## config.mk

```make
export PLATFORM = sky130hd
export DESIGN_NAME = iemb_mask_bank
export DESIGN_NICKNAME = d
export VERILOG_FILES = /design/src/iemb_pkg.sv /design/src/iemb_mask_bank.sv
export SDC_FILE = /design/constraint.sdc
export NUM_CORES = 1
export LEC_CHECK = 0
export BUFFER_PORTS_ARGS = -buffer_cell sky130_fd_sc_hd__buf_2
export CAP_MARGIN = 40
export CORE_MARGIN = 2
export CORE_UTILIZATION = 50
export CTS_CLUSTER_SIZE = 14
export DETAILED_ROUTE_END_ITERATION = 8
export PLACE_DENSITY = 0.78
export RECOVER_POWER = 25
export REMOVE_ABC_BUFFERS = 1
export SLEW_MARGIN = 30
export SYNTH_ARGS = -nofsm -noshare
export SYNTH_HDL_FRONTEND = slang
export SYNTH_HIERARCHICAL = 1
export SYNTH_SLANG_ARGS = --single-unit
export TNS_END_PERCENT = 50
```

## constraint.sdc

```tcl
create_clock -name ref_clk -period 1.91 [get_ports ref_clk]
set_input_delay 0.382 -clock ref_clk [delete_from_list [all_inputs] [get_ports ref_clk]]
set_output_delay 0.382 -clock ref_clk [all_outputs]
set_load 0.005 [all_outputs]
```

## src/iemb_pkg.sv

```systemverilog
`default_nettype none
package iemb_pkg;

  // sfr addresses of the three enable registers
  localparam logic [7:0] IE_MAIN_ADDR  = 8'ha8;
  localparam logic [7:0] IE_EXTA_ADDR  = 8'h9b;
  localparam logic [7:0] IE_EXTB_ADDR  = 8'h9c;

  // reset values
  localparam logic [7:0] IE_MAIN_RST   = 8'h00;
  localparam logic [7:0] IE_EXTA_RST   = 8'h00;
  localparam logic [7:0] IE_EXTB_RST   = 8'h00;

  // writable bits of the second extended register
  localparam logic [7:0] IE_EXTB_MASK  = 8'h3f;

  // page that holds the extended registers
  localparam logic [3:0] EXT_PAGE      = 4'h0;

  // field positions in irq_enable_main
  localparam int unsigned POS_GLOBAL   = 7;
  localparam int unsigned POS_CONV     = 6;
  localparam int unsigned POS_BROWN    = 5;
  localparam int unsigned POS_UART0    = 4;
  localparam int unsigned POS_TMR1     = 3;
  localparam int unsigned POS_EXT1     = 2;
  localparam int unsigned POS_TMR0     = 1;
  localparam int unsigned POS_EXT0     = 0;

  // field positions in extra_irq_mask_a
  localparam int unsigned POS_TMR2     = 7;
  localparam int unsigned POS_SPI      = 6;
  localparam int unsigned POS_BRAKE    = 5;
  localparam int unsigned POS_WDOG     = 4;
  localparam int unsigned POS_PWM0     = 3;
  localparam int unsigned POS_CAPT     = 2;
  localparam int unsigned POS_PINCHG   = 1;
  localparam int unsigned POS_TWI      = 0;

  // field positions in extra_irq_mask_b
  localparam int unsigned POS_PWM3     = 5;
  localparam int unsigned POS_PWM2     = 4;
  localparam int unsigned POS_PWM1     = 3;
  localparam int unsigned POS_WKT      = 2;
  localparam int unsigned POS_TMR3     = 1;
  localparam int unsigned POS_UART1    = 0;

  // request index, equal to the core's vector number
  localparam int unsigned NUM_SRC      = 21;

  // raw source flags as the peripherals hold them
  typedef struct packed {
    logic       ext_irq_pin_a;
    logic       ext_irq_pin_b;
    logic       timer0_overflow_flag;
    logic       timer1_overflow_flag;
    logic       timer2_event_flag;
    logic       timer3_overflow_flag;
    logic       uart0_tx_done_flag;
    logic       uart0_rx_done_flag;
    logic       uart1_tx_done_flag;
    logic       uart1_rx_done_flag;
    logic       converter_done_flag;
    logic       brownout_flag;
    logic       spi_done_flag;
    logic       spi_overrun_flag;
    logic       spi_mode_fault_flag;
    logic       fault_brake_flag;
    logic       watchdog_flag;
    logic       pwm_unit0_period_flag;
    logic       pwm_unit1_period_flag;
    logic       pwm_unit2_period_flag;
    logic       pwm_unit3_period_flag;
    logic [2:0] capture_channel_flags;
    logic [7:0] pin_change_flags;
    logic       two_wire_status_flag;
    logic       two_wire_timeout_flag;
    logic       wakeup_timer_flag;
  } iemb_flags_t;

endpackage : iemb_pkg
`default_nettype wire

```

## src/iemb_mask_bank.sv

```systemverilog
`timescale 1ns/100ps
`default_nettype none

module iemb_mask_bank
  import iemb_pkg::*;
(
  // clock, reset, enable
  input  wire logic                ref_clk,
  input  wire logic                resetn,
  input  wire logic                clk_en,
  // sfr byte port from the core
  input  wire logic [7:0]          sfr_addr,
  input  wire logic [3:0]          sfr_page,
  input  wire logic                sfr_wr,
  input  wire logic                sfr_rd,
  input  wire logic [7:0]          sfr_wdata,
  // sfr bit port from the core
  input  wire logic [7:0]          bit_addr,
  input  wire logic                bit_wr,
  input  wire logic                bit_rd,
  input  wire logic                bit_wdata,
  // peripheral flags
  input  wire iemb_flags_t         src_flags,
  // read answers
  output logic [7:0]               sfr_rdata_q,
  output logic                     sfr_hit_q,
  output logic                     bit_rdata_q,
  output logic                     bit_hit_q,
  // gated requests to the core, index is the vector number
  output logic [NUM_SRC-1:0]       irq_req_q,
  output logic                     irq_any_q,
  // raw combined sources, for status and wake-up logic
  output logic [NUM_SRC-1:0]       src_pend_q
);

  // enable registers
  logic [7:0]         ie_main_q;
  logic [7:0]         ie_exta_q;
  logic [7:0]         ie_extb_q;

  // decode
  logic               hit_main;
  logic               hit_exta;
  logic               hit_extb;
  logic               bit_hit_main;
  logic [2:0]         bit_sel;

  // combined sources and matching enables
  logic [NUM_SRC-1:0] src_raw;
  logic [NUM_SRC-1:0] src_en;
  logic [NUM_SRC-1:0] req_d;
  logic               global_irq_gate;

  // named enable fields
  logic               converter_irq_en;
  logic               brownout_irq_en;
  logic               uart0_irq_en;
  logic               timer1_irq_en;
  logic               ext_pin1_irq_en;
  logic               timer0_irq_en;
  logic               ext_pin0_irq_en;
  logic               timer2_irq_en;
  logic               spi_irq_en;
  logic               fault_brake_irq_en;
  logic               watchdog_irq_en;
  logic               pwm_unit0_irq_en;
  logic               capture_irq_en;
  logic               pin_change_irq_en;
  logic               two_wire_irq_en;
  logic               pwm_unit3_irq_en;
  logic               pwm_unit2_irq_en;
  logic               pwm_unit1_irq_en;
  logic               wakeup_timer_irq_en;
  logic               timer3_irq_en;
  logic               uart1_irq_en;

  // main register ignores the page, extended ones live on page 0 only
  assign hit_main     = (sfr_addr == IE_MAIN_ADDR);
  assign hit_exta     = (sfr_addr == IE_EXTA_ADDR) && (sfr_page == EXT_PAGE);
  assign hit_extb     = (sfr_addr == IE_EXTB_ADDR) && (sfr_page == EXT_PAGE);

  // only the main register is bit addressable: bit addresses a8..af
  assign bit_hit_main = (bit_addr[7:3] == IE_MAIN_ADDR[7:3]);
  assign bit_sel      = bit_addr[2:0];

  // field views of the main register
  assign global_irq_gate  = ie_main_q[POS_GLOBAL];
  assign converter_irq_en = ie_main_q[POS_CONV];
  assign brownout_irq_en  = ie_main_q[POS_BROWN];
  assign uart0_irq_en     = ie_main_q[POS_UART0];
  assign timer1_irq_en    = ie_main_q[POS_TMR1];
  assign ext_pin1_irq_en  = ie_main_q[POS_EXT1];
  assign timer0_irq_en    = ie_main_q[POS_TMR0];
  assign ext_pin0_irq_en  = ie_main_q[POS_EXT0];

  // field views of the first extended register
  assign timer2_irq_en      = ie_exta_q[POS_TMR2];
  assign spi_irq_en         = ie_exta_q[POS_SPI];
  assign fault_brake_irq_en = ie_exta_q[POS_BRAKE];
  assign watchdog_irq_en    = ie_exta_q[POS_WDOG];
  assign pwm_unit0_irq_en   = ie_exta_q[POS_PWM0];
  assign capture_irq_en     = ie_exta_q[POS_CAPT];
  assign pin_change_irq_en  = ie_exta_q[POS_PINCHG];
  assign two_wire_irq_en    = ie_exta_q[POS_TWI];

  // field views of the second extended register
  assign pwm_unit3_irq_en    = ie_extb_q[POS_PWM3];
  assign pwm_unit2_irq_en    = ie_extb_q[POS_PWM2];
  assign pwm_unit1_irq_en    = ie_extb_q[POS_PWM1];
  assign wakeup_timer_irq_en = ie_extb_q[POS_WKT];
  assign timer3_irq_en       = ie_extb_q[POS_TMR3];
  assign uart1_irq_en        = ie_extb_q[POS_UART1];

  // main enable register, the only one reachable by bit writes
  iemb_en_reg #(
    .RST_VAL  (IE_MAIN_RST),
    .WR_MASK  (8'hff)
  ) u_main_reg (
    .ref_clk  (ref_clk),
    .resetn   (resetn),
    .clk_en   (clk_en),
    .byte_we  (sfr_wr && hit_main),
    .byte_val (sfr_wdata),
    .bit_we   (bit_wr && bit_hit_main),
    .bit_idx  (bit_sel),
    .bit_val  (bit_wdata),
    .reg_q    (ie_main_q)
  );

  // first extended register, all eight bits writable, no bit access
  iemb_en_reg #(
    .RST_VAL  (IE_EXTA_RST),
    .WR_MASK  (8'hff)
  ) u_exta_reg (
    .ref_clk  (ref_clk),
    .resetn   (resetn),
    .clk_en   (clk_en),
    .byte_we  (sfr_wr && hit_exta),
    .byte_val (sfr_wdata),
    .bit_we   (1'b0),
    .bit_idx  (3'h0),
    .bit_val  (1'b0),
    .reg_q    (ie_exta_q)
  );

  // second extended register, top two bits held at zero
  iemb_en_reg #(
    .RST_VAL  (IE_EXTB_RST),
    .WR_MASK  (IE_EXTB_MASK)
  ) u_extb_reg (
    .ref_clk  (ref_clk),
    .resetn   (resetn),
    .clk_en   (clk_en),
    .byte_we  (sfr_wr && hit_extb),
    .byte_val (sfr_wdata),
    .bit_we   (1'b0),
    .bit_idx  (3'h0),
    .bit_val  (1'b0),
    .reg_q    (ie_extb_q)
  );

  // combine each peripheral's flags into one source line.
  // flags are levels held by the peripherals until cleared, so a source
  // raised while gated is simply seen again once the gate opens
  always_comb begin
    src_raw     = '0;
    src_raw[0]  = src_flags.ext_irq_pin_a;
    src_raw[1]  = src_flags.timer0_overflow_flag;
    src_raw[2]  = src_flags.ext_irq_pin_b;
    src_raw[3]  = src_flags.timer1_overflow_flag;
    src_raw[4]  = src_flags.uart0_tx_done_flag
                | src_flags.uart0_rx_done_flag;
    src_raw[5]  = src_flags.timer2_event_flag;
    src_raw[6]  = src_flags.two_wire_status_flag
                | src_flags.two_wire_timeout_flag;
    src_raw[7]  = |src_flags.pin_change_flags;
    src_raw[8]  = src_flags.brownout_flag;
    src_raw[9]  = src_flags.spi_done_flag
                | src_flags.spi_overrun_flag
                | src_flags.spi_mode_fault_flag;
    src_raw[10] = src_flags.watchdog_flag;
    src_raw[11] = src_flags.converter_done_flag;
    src_raw[12] = |src_flags.capture_channel_flags;
    src_raw[13] = src_flags.pwm_unit0_period_flag;
    src_raw[14] = src_flags.fault_brake_flag;
    src_raw[15] = src_flags.uart1_tx_done_flag
                | src_flags.uart1_rx_done_flag;
    src_raw[16] = src_flags.timer3_overflow_flag;
    src_raw[17] = src_flags.wakeup_timer_flag;
    src_raw[18] = src_flags.pwm_unit1_period_flag;
    src_raw[19] = src_flags.pwm_unit2_period_flag;
    src_raw[20] = src_flags.pwm_unit3_period_flag;
  end

  // line up each source with its own enable bit
  always_comb begin
    src_en     = '0;
    src_en[0]  = ext_pin0_irq_en;
    src_en[1]  = timer0_irq_en;
    src_en[2]  = ext_pin1_irq_en;
    src_en[3]  = timer1_irq_en;
    src_en[4]  = uart0_irq_en;
    src_en[5]  = timer2_irq_en;
    src_en[6]  = two_wire_irq_en;
    src_en[7]  = pin_change_irq_en;
    src_en[8]  = brownout_irq_en;
    src_en[9]  = spi_irq_en;
    src_en[10] = watchdog_irq_en;
    src_en[11] = converter_irq_en;
    src_en[12] = capture_irq_en;
    src_en[13] = pwm_unit0_irq_en;
    src_en[14] = fault_brake_irq_en;
    src_en[15] = uart1_irq_en;
    src_en[16] = timer3_irq_en;
    src_en[17] = wakeup_timer_irq_en;
    src_en[18] = pwm_unit1_irq_en;
    src_en[19] = pwm_unit2_irq_en;
    src_en[20] = pwm_unit3_irq_en;
  end

  // no distinction by who set the flag: only its level counts
  assign req_d = src_raw & src_en & {NUM_SRC{global_irq_gate}};

  // registered requests; one cycle of latency buys a clean flop output
  always_ff @(posedge ref_clk or negedge resetn) begin
    if (!resetn) begin
      irq_req_q <= '0;
      irq_any_q <= 1'b0;
    end else if (clk_en) begin
      irq_req_q <= req_d;
      irq_any_q <= |req_d;
    end
  end

  // raw source state, ungated, so the core can see what is waiting
  always_ff @(posedge ref_clk or negedge resetn) begin
    if (!resetn) begin
      src_pend_q <= '0;
    end else if (clk_en) begin
      src_pend_q <= src_raw;
    end
  end

  // byte read answer, unmapped addresses answer zero with no hit
  always_ff @(posedge ref_clk or negedge resetn) begin
    if (!resetn) begin
      sfr_rdata_q <= 8'h00;
      sfr_hit_q   <= 1'b0;
    end else if (clk_en) begin
      if (sfr_rd && hit_main) begin
        sfr_rdata_q <= ie_main_q;
        sfr_hit_q   <= 1'b1;
      end else if (sfr_rd && hit_exta) begin
        sfr_rdata_q <= ie_exta_q;
        sfr_hit_q   <= 1'b1;
      end else if (sfr_rd && hit_extb) begin
        sfr_rdata_q <= ie_extb_q & IE_EXTB_MASK;
        sfr_hit_q   <= 1'b1;
      end else begin
        sfr_rdata_q <= 8'h00;
        sfr_hit_q   <= 1'b0;
      end
    end
  end

  // bit read answer for the bit-addressable main register
  always_ff @(posedge ref_clk or negedge resetn) begin
    if (!resetn) begin
      bit_rdata_q <= 1'b0;
      bit_hit_q   <= 1'b0;
    end else if (clk_en) begin
      if (bit_rd && bit_hit_main) begin
        bit_rdata_q <= ie_main_q[bit_sel];
        bit_hit_q   <= 1'b1;
      end else begin
        bit_rdata_q <= 1'b0;
        bit_hit_q   <= 1'b0;
      end
    end
  end

endmodule : iemb_mask_bank

// one enable register: byte write, optional bit write; bits outside the
// write mask never leave zero, so they read back as zero
module iemb_en_reg
  import iemb_pkg::*;
#(
  parameter logic [7:0] RST_VAL = IE_MAIN_RST,
  parameter logic [7:0] WR_MASK = 8'hff
)
(
  // clock, reset, enable
  input  wire logic       ref_clk,
  input  wire logic       resetn,
  input  wire logic       clk_en,
  // byte write
  input  wire logic       byte_we,
  input  wire logic [7:0] byte_val,
  // bit write, held low where the register is not bit addressable
  input  wire logic       bit_we,
  input  wire logic [2:0] bit_idx,
  input  wire logic       bit_val,
  // register contents
  output logic [7:0]      reg_q
);

  // byte write wins over a bit write in the same cycle
  always_ff @(posedge ref_clk or negedge resetn) begin
    if (!resetn) begin
      reg_q <= RST_VAL & WR_MASK;
    end else if (clk_en) begin
      if (byte_we) begin
        reg_q <= byte_val & WR_MASK;
      end else if (bit_we) begin
        reg_q[bit_idx] <= bit_val & WR_MASK[bit_idx];
      end
    end
  end

endmodule : iemb_en_reg
`default_nettype wire

```

[Yosys cells after proc, flatten, opt, wreduce, memory -nomap -nowiden]
Memories as Yosys holds them, arrays and structs flattened.
Index checks and enable logic that the tools add are counted.
Word-level totals
  flip-flop bits (word level): 76
  ROM bits: 8
  input port bits: 71
  output and inout bits: 54
  memories kept: 1
Memory list
  (no name shown): depth 8, width 1, read ports 1, clocked after Yosys merged registers in 0, write ports 0, RTL line iemb_mask_bank.sv:316  | reg_q[bit_idx] <= bit_val & WR_MASK[bit_idx];
Cells by class
  $lt $le $gt $ge: 2
  eq/ne operators: 4
  multiplexer cells: 16
  bitwise gates (word level): 8
  reduce and logical (&&, ||, !) cells: 19
Operators with widths (number)
  $and 21x21->21: 2
  $mux 8: 4
  $eq 8x8->1 const B: 3
  $reduce_or 21->1: 1
  $logic_and 1x1->1: 11
  $bwmux 8: 1
  $mux 1: 8
  $reduce_or 8->1: 1
  $mux 6: 1
  $reduce_and 2->1: 3
  $eq 5x5->1 const B: 1
  $or 1x1->1: 5
  $logic_not 4->1: 1
  $lt 3x4->1 const B: 1
  $bmux 1 s3: 1
  $demux 1 s3: 1
  $ge 3x1->1 const B: 1
  $reduce_or 3->1: 1
  $reduce_bool 2->1: 1
  $and 1x1->1: 1

[Logic depth before layout (Yosys ltp)]
Gate-level depths: netlist of the first run.
  depth in word-level cells: 7
  mapped depth: 9
  gate-level depth less buffers: 7

[Modules after synthesis]
Netlist of the first run, hierarchy kept.
By module, submodules not included
  iemb_mask_bank: instances 1, cells an instance 212, area an instance 2428.6 um2
  iemb_en_reg at u_exta_reg ...: instances 2, cells an instance 59, area an instance 571.8 um2
  iemb_en_reg at u_extb_reg: instances 1, cells an instance 54, area an instance 553.0 um2

[Least setup slack after synthesis of the first run]
No wires, ideal clock.
  path kind: input-to-reg
  from: input port sfr_page[1]
  to: register u_exta_reg.reg_q[1]
  arrival time: 2.407 ns
  data required time: 1.782 ns
  path slack: -0.625 ns
  stages on the path: 7
  buffers on the path: 0
  path through: or4b_4 -> nor4_4 -> nand3_1 -> nor3_1 -> o21a_4 -> o21ai_1 -> mux2_1
On the way
  longest elaborated chain between the ends: 4
Ends and longest elaborated chain
  start, declared: RTL line iemb_mask_bank.sv:13  | input wire logic [3:0] sfr_page,
  $logic_not 4->1: RTL line iemb_mask_bank.sv:79  | assign hit_exta = (sfr_addr == IE_EXTA_ADDR) && (sfr_page == EXT_PAGE);
  $logic_and 1x1->1: RTL line iemb_mask_bank.sv:79
  $logic_and 1x1->1: RTL line iemb_mask_bank.sv:138  | .byte_we (sfr_wr && hit_exta),
  $reduce_and 2->1 (no source line)
  end signal, assigned: RTL line iemb_mask_bank.sv:311  | reg_q <= RST_VAL & WR_MASK;
  end signal, assigned: RTL line iemb_mask_bank.sv:314  | reg_q <= byte_val & WR_MASK;
  end signal, assigned by index: RTL line iemb_mask_bank.sv:316
  end, declared: RTL line iemb_mask_bank.sv:305  | output logic [7:0] reg_q
No other way between the ends.
A chain may end at the register's enable or synchronous reset.

[Final worst setup path of the first run]
  from: input port sfr_page[1]
  to: register u_exta_reg.reg_q[5]
Same word-level chain as after synthesis.

==> out/qor.txt, run 1 <==
Outcome: complete, but fails checks
Violated checks: negative setup slack
Sequential Power Share: 48.9%
Nature of the critical path startpoint: input port
CTS clk-pin slew, worst paths: 80 ps
CTS tree: yes
Pins over their slew limit: 0
Post-route cell area: 5201 µm²
Avg Cell Area, Syn: 10.74 µm²
First-pass GRT wire length: 16640 µm
Slowest CP cell: or4b_4
Number of global-route vias before repair: 3358
Max_slew headroom: 31.34%
Ant diodes: 0
GRT Util Overall: 24.60%
Minimum clock period: 1915 ps
Die Ht: 93.88 µm
Worst Path Buf+Inv: 1
Worst Setup End Kind: flop
Sw Ratio: 25.74%
Placed cell area: 4955 µm²
Iter 0 DRT Violations: 186
Total I/O pin count: 125
Worst R2R Start: u_extb_reg/reg_q[5]
Slew at the pin closest to its max-slew limit: 1030 ps
Antenna Nets Post-Route: 0
Site Rows: 32
1st-pass router iterations: 4
Total power: 3.521 mW
Max clock buf depth: 2
P_leak: 2.495 nW
IR drop worst, VDD: 0.3301 mV
Data arrival, critical path: 2150 ps
Worst slack at placement: -476.5 ps
Sink Count: 76
FILL cells: 612
Synth Cell Area: 4039 µm²
Worst-path fanout max: 8
Max Fclk: 522.2 MHz
RSZ-0062 raised after global routing: yes
Via count: 3584
Reg-to-reg endpoint: irq_any_q
CP cell instances: buf_6, or4b_4, nor4_4, nand3_2, nor3_4, o21a_4, o21ai_1, mux2_1
Share of layout cells above drive strength 1: 40.11%
Core footprint: 7767 µm²
Die area: 8813 µm²
Grt total ovfl: 0
Avg WL per Cell: 16.58 µm
Antenna violations before repair: 0
Worst Path Required: 2140 ps
Seq. cell area: 1902 µm²
DRC viols: 0
Final GP Congestion: 0.8495
I/O Buffers: 124
Clk pwr share: 38.8%
FF-to-FF path depth: 5
Routed WL: 10660 µm
Switch Pwr: 0.9063 mW
Post-DP HPWL: 8233 µm
MaxCap Viol Count: 0
Layout Skew: 10.30 ps
Final worst slack: -5.050 ps
Clk Latency, worst-skew pair: 360 ps
Fin. Hold Viols: 0
Nets@finish: 607
Final period utilization: 100.3%
Crit path kind: in -> reg
Pin count of the biggest net entering global routing: 44
Footprint of the multi-input gates: 2064 µm²
CTS root buf: clkbuf_8
Via density: 5.574
Initial Util: 52.00%
Combinational share of power: 12.3%
Hold Crit Class: in -> async
P&R area growth vs syn: 28.78%
Power per cell area: 676.9 nW/µm²
Crit path max-delay family: simple AND/OR/NAND/NOR gates
Setup tns final: -5.584 ps
Flop2flop setup slack: 250 ps
Htree depth: 3
Syn. warnings: 6
Die width: 93.88 µm
Internal: 2.615 mW
Synthesized instance count: 376
Clock buffer count from CTS: 9
Critical Path Max Stage Delay: 540 ps
Final Setup Violations: 2
## how the worst max path moves through the flow
stage | start | end | slack [ps] | depth (start not counted)
global route | sfr_page[1] | u_exta_reg/reg_q[1] | -70 | 8
floorplan | sfr_page[1] | u_exta_reg/reg_q[0] | -1610 | 7
CTS | sfr_page[1] | u_exta_reg/reg_q[5] | 6 | 8
detailed placement | sfr_page[1] | u_exta_reg/reg_q[3] | -480 | 8
global placement | sfr_page[1] | u_exta_reg/reg_q[2] | -440 | 8
finish | sfr_page[1] | u_exta_reg/reg_q[5] | -5 | 8
## cell usage in the layout (no fill, tap or decap), drive strengths merged, types with 2 or more instances in the layout
| cell type | n |
|---|---|
| buf | 150 |
| dfrtp | 76 |
| nand2 | 51 |
| mux2 | 37 |
| o21ai | 26 |
| nor2 | 25 |
| conb | 22 |
| o2bb2ai | 18 |
| o31ai | 15 |
| clkbuf | 11 |
| nand2b | 10 |
| a21oi | 9 |
| nor3 | 9 |
| nor3b | 9 |
| a221o | 8 |
| and3b | 8 |
| inv | 7 |
| a22oi | 6 |
| o41ai | 6 |
| nand4 | 4 |
| or4 | 3 |
| o21a | 3 |
| nand4b | 2 |
| and2 | 2 |
| nor2b | 2 |
| mux4 | 2 |
| clkinvlp | 2 |
| bufinv | 2 |
| a31o | 2 |
| o31a | 2 |
| a31oi | 2 |
| nand3 | 2 |
## state kept, by name, summed over array words and instances (netlist names)
signal            count
irq_req_q            21
src_pend_q           21
u_exta_reg/reg_q      8
sfr_hit_q             1
irq_any_q             1
u_extb_reg/reg_q      6
u_main_reg/reg_q      8
bit_rdata_q           1
bit_hit_q             1
sfr_rdata_q           8
## power by group through the flow
stage | Clock (mW) | Combinational [mW] | Sequential (mW)
floorplan | 0 | 0.176 | 1.74
global placement | 0 | 0.416 | 1.75
detailed placement | 0 | 0.426 | 1.75
CTS | 1.39 | 0.429 | 1.72
global route | 1.46 | 0.479 | 1.73
finish | 1.37 | 0.433 | 1.72
## cell type report
class	instances	area share (%)
Clock buffer	9	2.382
Clock inverter	7	1.876
Inverter	5	0.3608
Multi-Input combinational cell	292	39.69
Sequential cell	76	36.56
Tap cell	102	2.454
Timing Repair Buffer	152	16.67
## worst register-to-register path, stage by stage, from the launching register on
cell,delay (ps)
dfrtp_1,440
nand2_1,130
nand4_1,100
or4_1,570
o21ai_0,220
a21oi_1,100
## metrics by stage
| step | hold slack [ps] | util, % | std cells |
|---|---|---|---|
| global route | 276.2 | 66.96 | 643 |
| detailed placement | 404.4 | 63.79 | 626 |
| CTS | 22.88 | 66.87 | 642 |
| floorplan | 86.41 | - | 373 |
| finish | 193.8 | 66.96 | 643 |
| global placement | 405.7 | 63.79 | 626 |
## timing repair
action	CTS	global route
buffers inserted	0	1
endpoints found under the setup margin	8	13
hold buffers	0	0
pin swaps	2	0
resized for setup	4	4
## layer usage
metal / global-route usage (%) / share of wire [%] / vias up
li1: - / - / 1703
met2: 38.93 / 47 / 124
met1: 34.46 / 45 / 1745
met5: 0 / 0 / -
met3: 5.538 / 6.5 / 12
met4: 6.280 / 1.0 / 0
(Power assumes the default switching activity.)
==> run 2: changes to the inputs <==
PLACE_DENSITY = 0.8   (was 0.78)
SYNTH_HIERARCHICAL = unset   (was 1)
==> out/qor.txt, run 2 <==
Outcome: finished, final reports clean (was complete, but fails checks)
Total I/O pin count: 125 (unchanged)
Worst Setup End Kind: flop (unchanged)
Async set-reset flop share out of synthesis: 100.0%
Top area cells in the synthesized netlist: dfrtp_1 52%, mux2_2 7.3%, o22ai_1 3.6%
Max clock buf depth: 2 (unchanged)
Clk Latency, worst-skew pair: 350 ps (was 360 ps)
Nets@finish: 543 (was 607)
First-pass GRT wire length: 15700 µm (was 16640 µm)
Pins over their slew limit: 0 (unchanged)
Number of global-route vias before repair: 3098 (was 3358)
Via density: 5.543 (was 5.574)
Postcts setup bufs: 0 (unchanged)
Nature of the critical path startpoint: flop (was input port)
GRT Util Overall: 24.42% (was 24.60%)
Final Setup Violations: 0 (was 2)
Grt total ovfl: 0 (unchanged)
Max_slew headroom: 25.24% (was 31.34%)
Layout Skew: 6.104 ps (was 10.30 ps)
Worst R2R Start: u_main_reg.reg_q[4] (was u_extb_reg/reg_q[5])
Iter 0 DRT Violations: 192 (was 186)
Crit path kind: reg -> reg (was in -> reg)
Pin count of the biggest net entering global routing: 53 (was 44)
Synthesized flop and latch total: 76
Post-synth EDFFs: 0
Internal: 2.636 mW (was 2.615 mW)
Clock buffer count from CTS: 9 (unchanged)
Sequential Power Share: 49.0% (was 48.9%)
CTS-repair resized insts: 0 (was 4)
Antenna Nets Post-Route: 0 (unchanged)
Setup tns final: 0 ps (was -5.584 ps)
Reg-to-reg endpoint: irq_any_q (unchanged)
Worst Path Required: 2120 ps (was 2140 ps)
Flop2flop setup slack: 340 ps (was 250 ps)
Worst-path fanout max: 4 (was 8)
Max Fclk: 635.0 MHz (was 522.2 MHz)
Synth Cell Area: 3687 µm² (was 4039 µm²)
Site Rows: 31 (was 32)
Routed WL: 9618 µm (was 10660 µm)
Htree depth: 3 (unchanged)
Hold Crit Class: in -> async (unchanged)
Syn. warnings: 0 (was 6)
Power per cell area: 741.8 nW/µm² (was 676.9 nW/µm²)
Switch Pwr: 0.8698 mW (was 0.9063 mW)
Sink Count: 76 (unchanged)
Slew at the pin closest to its max-slew limit: 1121 ps (was 1030 ps)
Most common cell after layout, fill and taps aside: buf_2 (unchanged)
DRC viols: 0 (unchanged)
Die area: 8078 µm² (was 8813 µm²)
MaxCap Viol Count: 0 (unchanged)
CTS root buf: clkbuf_8 (unchanged)
Fin. Hold Viols: 0 (unchanged)
CTS hold repair buffers: 0 (unchanged)
Ant diodes: 0 (unchanged)
Post-synth cell types: 43
Synthesized instance count: 342 (was 376)
RSZ-0062 raised after global routing: no (was yes)
Antenna violations before repair: 0 (unchanged)
Count leader, synth: dfrtp_1
Data arrival, critical path: 1790 ps (was 2150 ps)
FF-to-FF path depth: 4 (was 5)
Via count: 3193 (was 3584)
Avg Cell Area, Syn: 10.78 µm² (was 10.74 µm²)
CTS tree: yes (unchanged)
Total power: 3.505 mW (was 3.521 mW)
Sequential area share after synthesis: 51.58%
Core footprint: 7214 µm² (was 7767 µm²)
Commonest non-fill, non-tap cells in the layout: 123 x buf_2, 76 x dfrtp_1, 24 x mux2_2, 23 x nand2_1 (was 122 x buf_2, 76 x dfrtp_1, 51 x nand2_1, 24 x nor2_1, 23 x buf_4)
Share of layout cells above drive strength 1: 41.93% (was 40.11%)
CTS clk-pin slew, worst paths: 80 ps (about the same)
Final period utilization: 82.46% (was 100.3%)
Die Ht: 89.88 µm (was 93.88 µm)
I/O Buffers: 124 (unchanged)
Largest area contributor in the netlist: dfrtp_1
Die width: 89.88 µm (was 93.88 µm)
Minimum clock period: 1575 ps (was 1915 ps)
Post-DP HPWL: 7215 µm (was 8233 µm)
Top post-synthesis cells by count: 76 x dfrtp_1, 24 x mux2_2, 23 x nand2_1, 22 x inv_1, 22 x nor2_1
Final GP Congestion: 0.8961 (was 0.8495)
IR drop worst, VDD: 0.4265 mV (was 0.3301 mV)
Yosys top cell area share: 51.58%
Top_reg_cell synth: dfrtp_1
Avg WL per Cell: 16.70 µm (was 16.58 µm)
P&R area growth vs syn: 28.16% (was 28.78%)
Top flop regs: irq_req_q (21), src_pend_q (21) (unchanged)
Initial Util: 51.11% (was 52.00%)
P_leak: 2.296 nW (was 2.495 nW)
Clk pwr share: 39.7% (was 38.8%)
1st-pass router iterations: 4 (unchanged)
Combinational share of power: 11.4% (was 12.3%)
Sw Ratio: 24.81% (was 25.74%)
## run 2: worst max-delay path by stage
stage / startpoint / slack [ps] / endpoint / cells past startpoint
4_1_cts: u_main_reg.reg_q[4] / 340 / irq_any_q / 4
2_1_floorplan: sfr_addr[1] / 130 / u_main_reg.reg_q[6] / 4
5_1_grt: u_main_reg.reg_q[4] / 250 / irq_any_q / 4
3_5_place_dp: sfr_addr[1] / -3 / u_main_reg.reg_q[4] / 6
3_3_place_gp: sfr_addr[1] / 80 / u_main_reg.reg_q[6] / 6
6_report: u_main_reg.reg_q[4] / 340 / irq_any_q / 4
## run 2: logic make-up (layout without fill, tap and decap cells)
| family | count (synthesis) | in the layout | share of synthesized area (%) |
|---|---|---|---|
| mux | 37 | 37 | 11.94 |
| buf+inv | 43 | 178 | 4.649 |
| simple gates | 101 | 101 | 16.73 |
| compound gates | 85 | 85 | 15.10 |
| flops | 76 | 76 | 51.58 |
## run 2: stage by stage
stage               hold slack, ps  std cells  instance area [µm²]  setup WS [ps]  util, %
finish                       235.8        576                 4726          335.1    65.50
global route                 266.4        576                 4726          246.2    65.50
CTS                          31.64        576                 4728          341.2    65.54
detailed placement           415.1        560                 4503         -2.621    62.42
global placement             414.2        560                 4503          82.96    62.42
floorplan                    86.41        321                 3598          129.5        -
## run 2: critical path, cell delays in order (launching register included)
cell and delay [ps]:
dfrtp_1 440, o21ai_0 180, nand4_1 230, o41ai_1 430
a41oi_1 160
## run 2: per-layer routing
metal / track usage [%] / up-vias / wire length [µm]
met3: 4.191 / 17 / 678
met1: 34.32 / 1517 / 4257
li1: - / 1517 / -
met4: 11.79 / 0 / 239
met5: 0 / - / 0
met2: 37.12 / 142 / 4442
## run 2: area by class of cell
cell class	instances	area [µm²]
inverters	22	82.58
clock inverters	5	83.83
repair buffers	140	778.2
fillers	601	2489
well taps	99	123.9
flip-flops and latches	76	1902
multi-input cells	223	1614
clock buffers	11	141.4
## run 2: power groups by stage
stage / sequential (mW) / combinational [mW] / clock (mW)
global route: 1.73 / 0.438 / 1.48
finish: 1.72 / 0.399 / 1.39
CTS: 1.72 / 0.402 / 1.41
global placement: 1.74 / 0.392 / 0
detailed placement: 1.75 / 0.401 / 0
floorplan: 1.75 / 0.123 / 0
==> run 3: changes to the inputs <==
clock period = 1.5 ns   (was 1.91 ns; I/O delays follow)
==> out/qor.txt, run 3 (same netlist as run 2, synthesis figures left out) <==
Core footprint: 7214 µm² (unchanged)
Sink Count: 76 (unchanged)
Die width: 89.88 µm (unchanged)
CP cell instances: buf_2, nor3b_1, nand4_2, nor3_4, buf_4, mux2_4 (was o21ai_0, nand4_1, o41ai_1, a41oi_1)
Pin count of the biggest net entering global routing: 35 (was 53)
Grt total ovfl: 0 (unchanged)
CTS root buf: clkbuf_8 (unchanged)
Worst-path fanout max: 4 (unchanged)
Min Hold Slack: 198.0 ps (was 235.8 ps)
FILL cells: 605 (was 601)
Data arrival, critical path: 1610 ps (was 1790 ps)
Critical Path Max Stage Delay: 310 ps (was 440 ps)
Top flop regs: irq_req_q (21), src_pend_q (21) (unchanged)
P&R area growth vs syn: 30.06% (was 28.16%)
Minimum clock period: 1377 ps
Antenna violations before repair: 0 (unchanged)
Post-DP HPWL: 7602 µm (was 7215 µm)
Placed cell area: 4628 µm² (was 4503 µm²)
Total I/O pin count: 125 (unchanged)
Avg WL per Cell: 16.72 µm (was 16.70 µm)
Post-route cell area: 4796 µm² (was 4726 µm²)
Via density: 5.542 (was 5.543)
Total power: 4.122 mW (was 3.505 mW)
Hold Crit Class: in -> reg (was in -> async)
Nature of the critical path startpoint: input port (was flop)
CTS tree: yes (unchanged)
Max Fclk: 726.2 MHz
First-pass GRT wire length: 16280 µm (was 15700 µm)
Via count: 3303 (was 3193)
Final design utilization: 66.48% (was 65.50%)
Initial Util: 51.11% (unchanged)
Pins over their slew limit: 0 (unchanged)
GRT Util Overall: 25.35% (was 24.42%)
Slowest CP cell: nor3b_1 (was dfrtp_1)
Number of global-route vias before repair: 3209 (was 3098)
Final period utilization: 91.80%
Iter 0 DRT Violations: 225 (was 192)
Routed WL: 9968 µm (was 9618 µm)
Die Ht: 89.88 µm (unchanged)
Max_slew headroom: 39.47% (was 25.24%)
MaxCap Viol Count: 0 (unchanged)
Slew at the pin closest to its max-slew limit: 907.9 ps (was 1121 ps)
Clk Latency, worst-skew pair: 350 ps (about the same)
FF-to-FF path depth: 4 (unchanged)
Share of layout cells above drive strength 1: 44.06% (was 41.93%)
Worst Setup End Kind: flop (unchanged)
Layout Skew: 9.481 ps (was 6.104 ps)
Die area: 8078 µm² (unchanged)
Crit path kind: in -> reg (was reg -> reg)
DRC viols: 0 (unchanged)
P_leak: 2.363 nW (was 2.296 nW)
Site Rows: 31 (unchanged)
Hold path depth: 2
Ant diodes: 0 (unchanged)
IR drop worst, VDD: 0.5839 mV (was 0.4265 mV)
Fin. Hold Viols: 0 (unchanged)
Most common cell after layout, fill and taps aside: buf_2 (unchanged)
Commonest non-fill, non-tap cells in the layout: 123 x buf_2, 76 x dfrtp_1, 30 x buf_4, 24 x mux2_2, 23 x nand2_1 (was 123 x buf_2, 76 x dfrtp_1, 24 x mux2_2, 23 x nand2_1)
Worst Path Required: 1730 ps (was 2120 ps)
RSZ-0062 raised after global routing: no (unchanged)
Antenna Nets Post-Route: 0 (unchanged)
Final Setup Violations: 0 (unchanged)
Clock buffer count from CTS: 9 (unchanged)
Power per cell area: 859.5 nW/µm² (was 741.8 nW/µm²)
Postcts setup bufs: 0 (unchanged)
I/O Buffers: 124 (unchanged)
Max clock buf depth: 2 (unchanged)
Final GP Congestion: 0.8799 (was 0.8961)
CTS clk-pin slew, worst paths: 80 ps (about the same)
Nets@finish: 564 (was 543)
Htree depth: 3 (unchanged)
Outcome: finished, final reports clean (unchanged)
1st-pass router iterations: 4 (unchanged)
-- run 3: cell count changes in the layout (fill, tap and decap cells not counted), sizes merged --
cell,before,now
dlygate4sd3,0,1
buf,139,154
inv,23,22
clkinv,0,2
bufinv,2,0
clkbuf,12,17
-- run 3: power by group --
| part | switching [mW] | leakage (nW) | total, mW | internal, mW |
|---|---|---|---|---|
| sequential | 0.0505 | 0.974 | 2.18 | 2.13 |
| clock | 0.741 | 0.0872 | 1.42 | 0.676 |
| combinational | 0.281 | 1.30 | 0.525 | 0.245 |
| total | 1.07 | 2.36 | 4.12 | 3.05 |
-- run 3: critical path, delay by kind of cell --
family	cells	cell delay [ps]
AND/OR/NAND/NOR	3	740
multiplexers	1	290
buffers and inverters	2	280
-- run 3: worst paths after layout --
kind | startpoint | endpoint | slack (ps)
min in group asynchronous | resetn | src_pend_q[8] | 610
worst max register to register | u_main_reg.reg_q[6] | irq_any_q | 130
max in group asynchronous | resetn | src_pend_q[15] | 180
worst min-delay path | src_flags[31] | src_pend_q[3] | 200
worst min register to register | bit_rdata_q | bit_rdata_q | 500
worst max-delay path | sfr_addr[5] | u_exta_reg.reg_q[4] | 120
-- run 3: repair_timing --
item	CTS	global route
endpoints found under the hold margin	29	0
pin swaps	0	1
hold buffers	1	0
setup endpoints to repair	1	1
resized for setup	1	0
-- run 3: per-layer routing --
metal  GRT usage (%)  part of all wire (%)  vias to the layer above
met4           9.744                   2.5                        0
met5               0                     0                        -
met1           35.55                    43                     1562
li1                -                     -                     1558
met3           5.029                   7.9                       23
met2           39.33                    47                      160
-- run 3: cell type report --
| class | instances | area [µm²] | share of cell area (%) |
|---|---|---|---|
| clock buffer | 11 | 151.4 | 3.157 |
| clock inverter | 4 | 25.02 | 0.5218 |
| inverter | 22 | 82.58 | 1.722 |
| multi-input combinational | 223 | 1622 | 33.81 |
| sequential | 76 | 1902 | 39.66 |
| tap | 99 | 123.9 | 2.583 |
| timing repair buffer | 161 | 889.6 | 18.55 |
-- run 3: stage by stage --
step,TNS [ps],instances,setup WS (ps)
after CTS,0,596,46.22
final,0,596,123.1
after global routing,0,596,41.85
after detailed placement,-4972,580,-220.7
after global placement,-3688,580,-187.4
after floorplan,-3977,321,-198.5
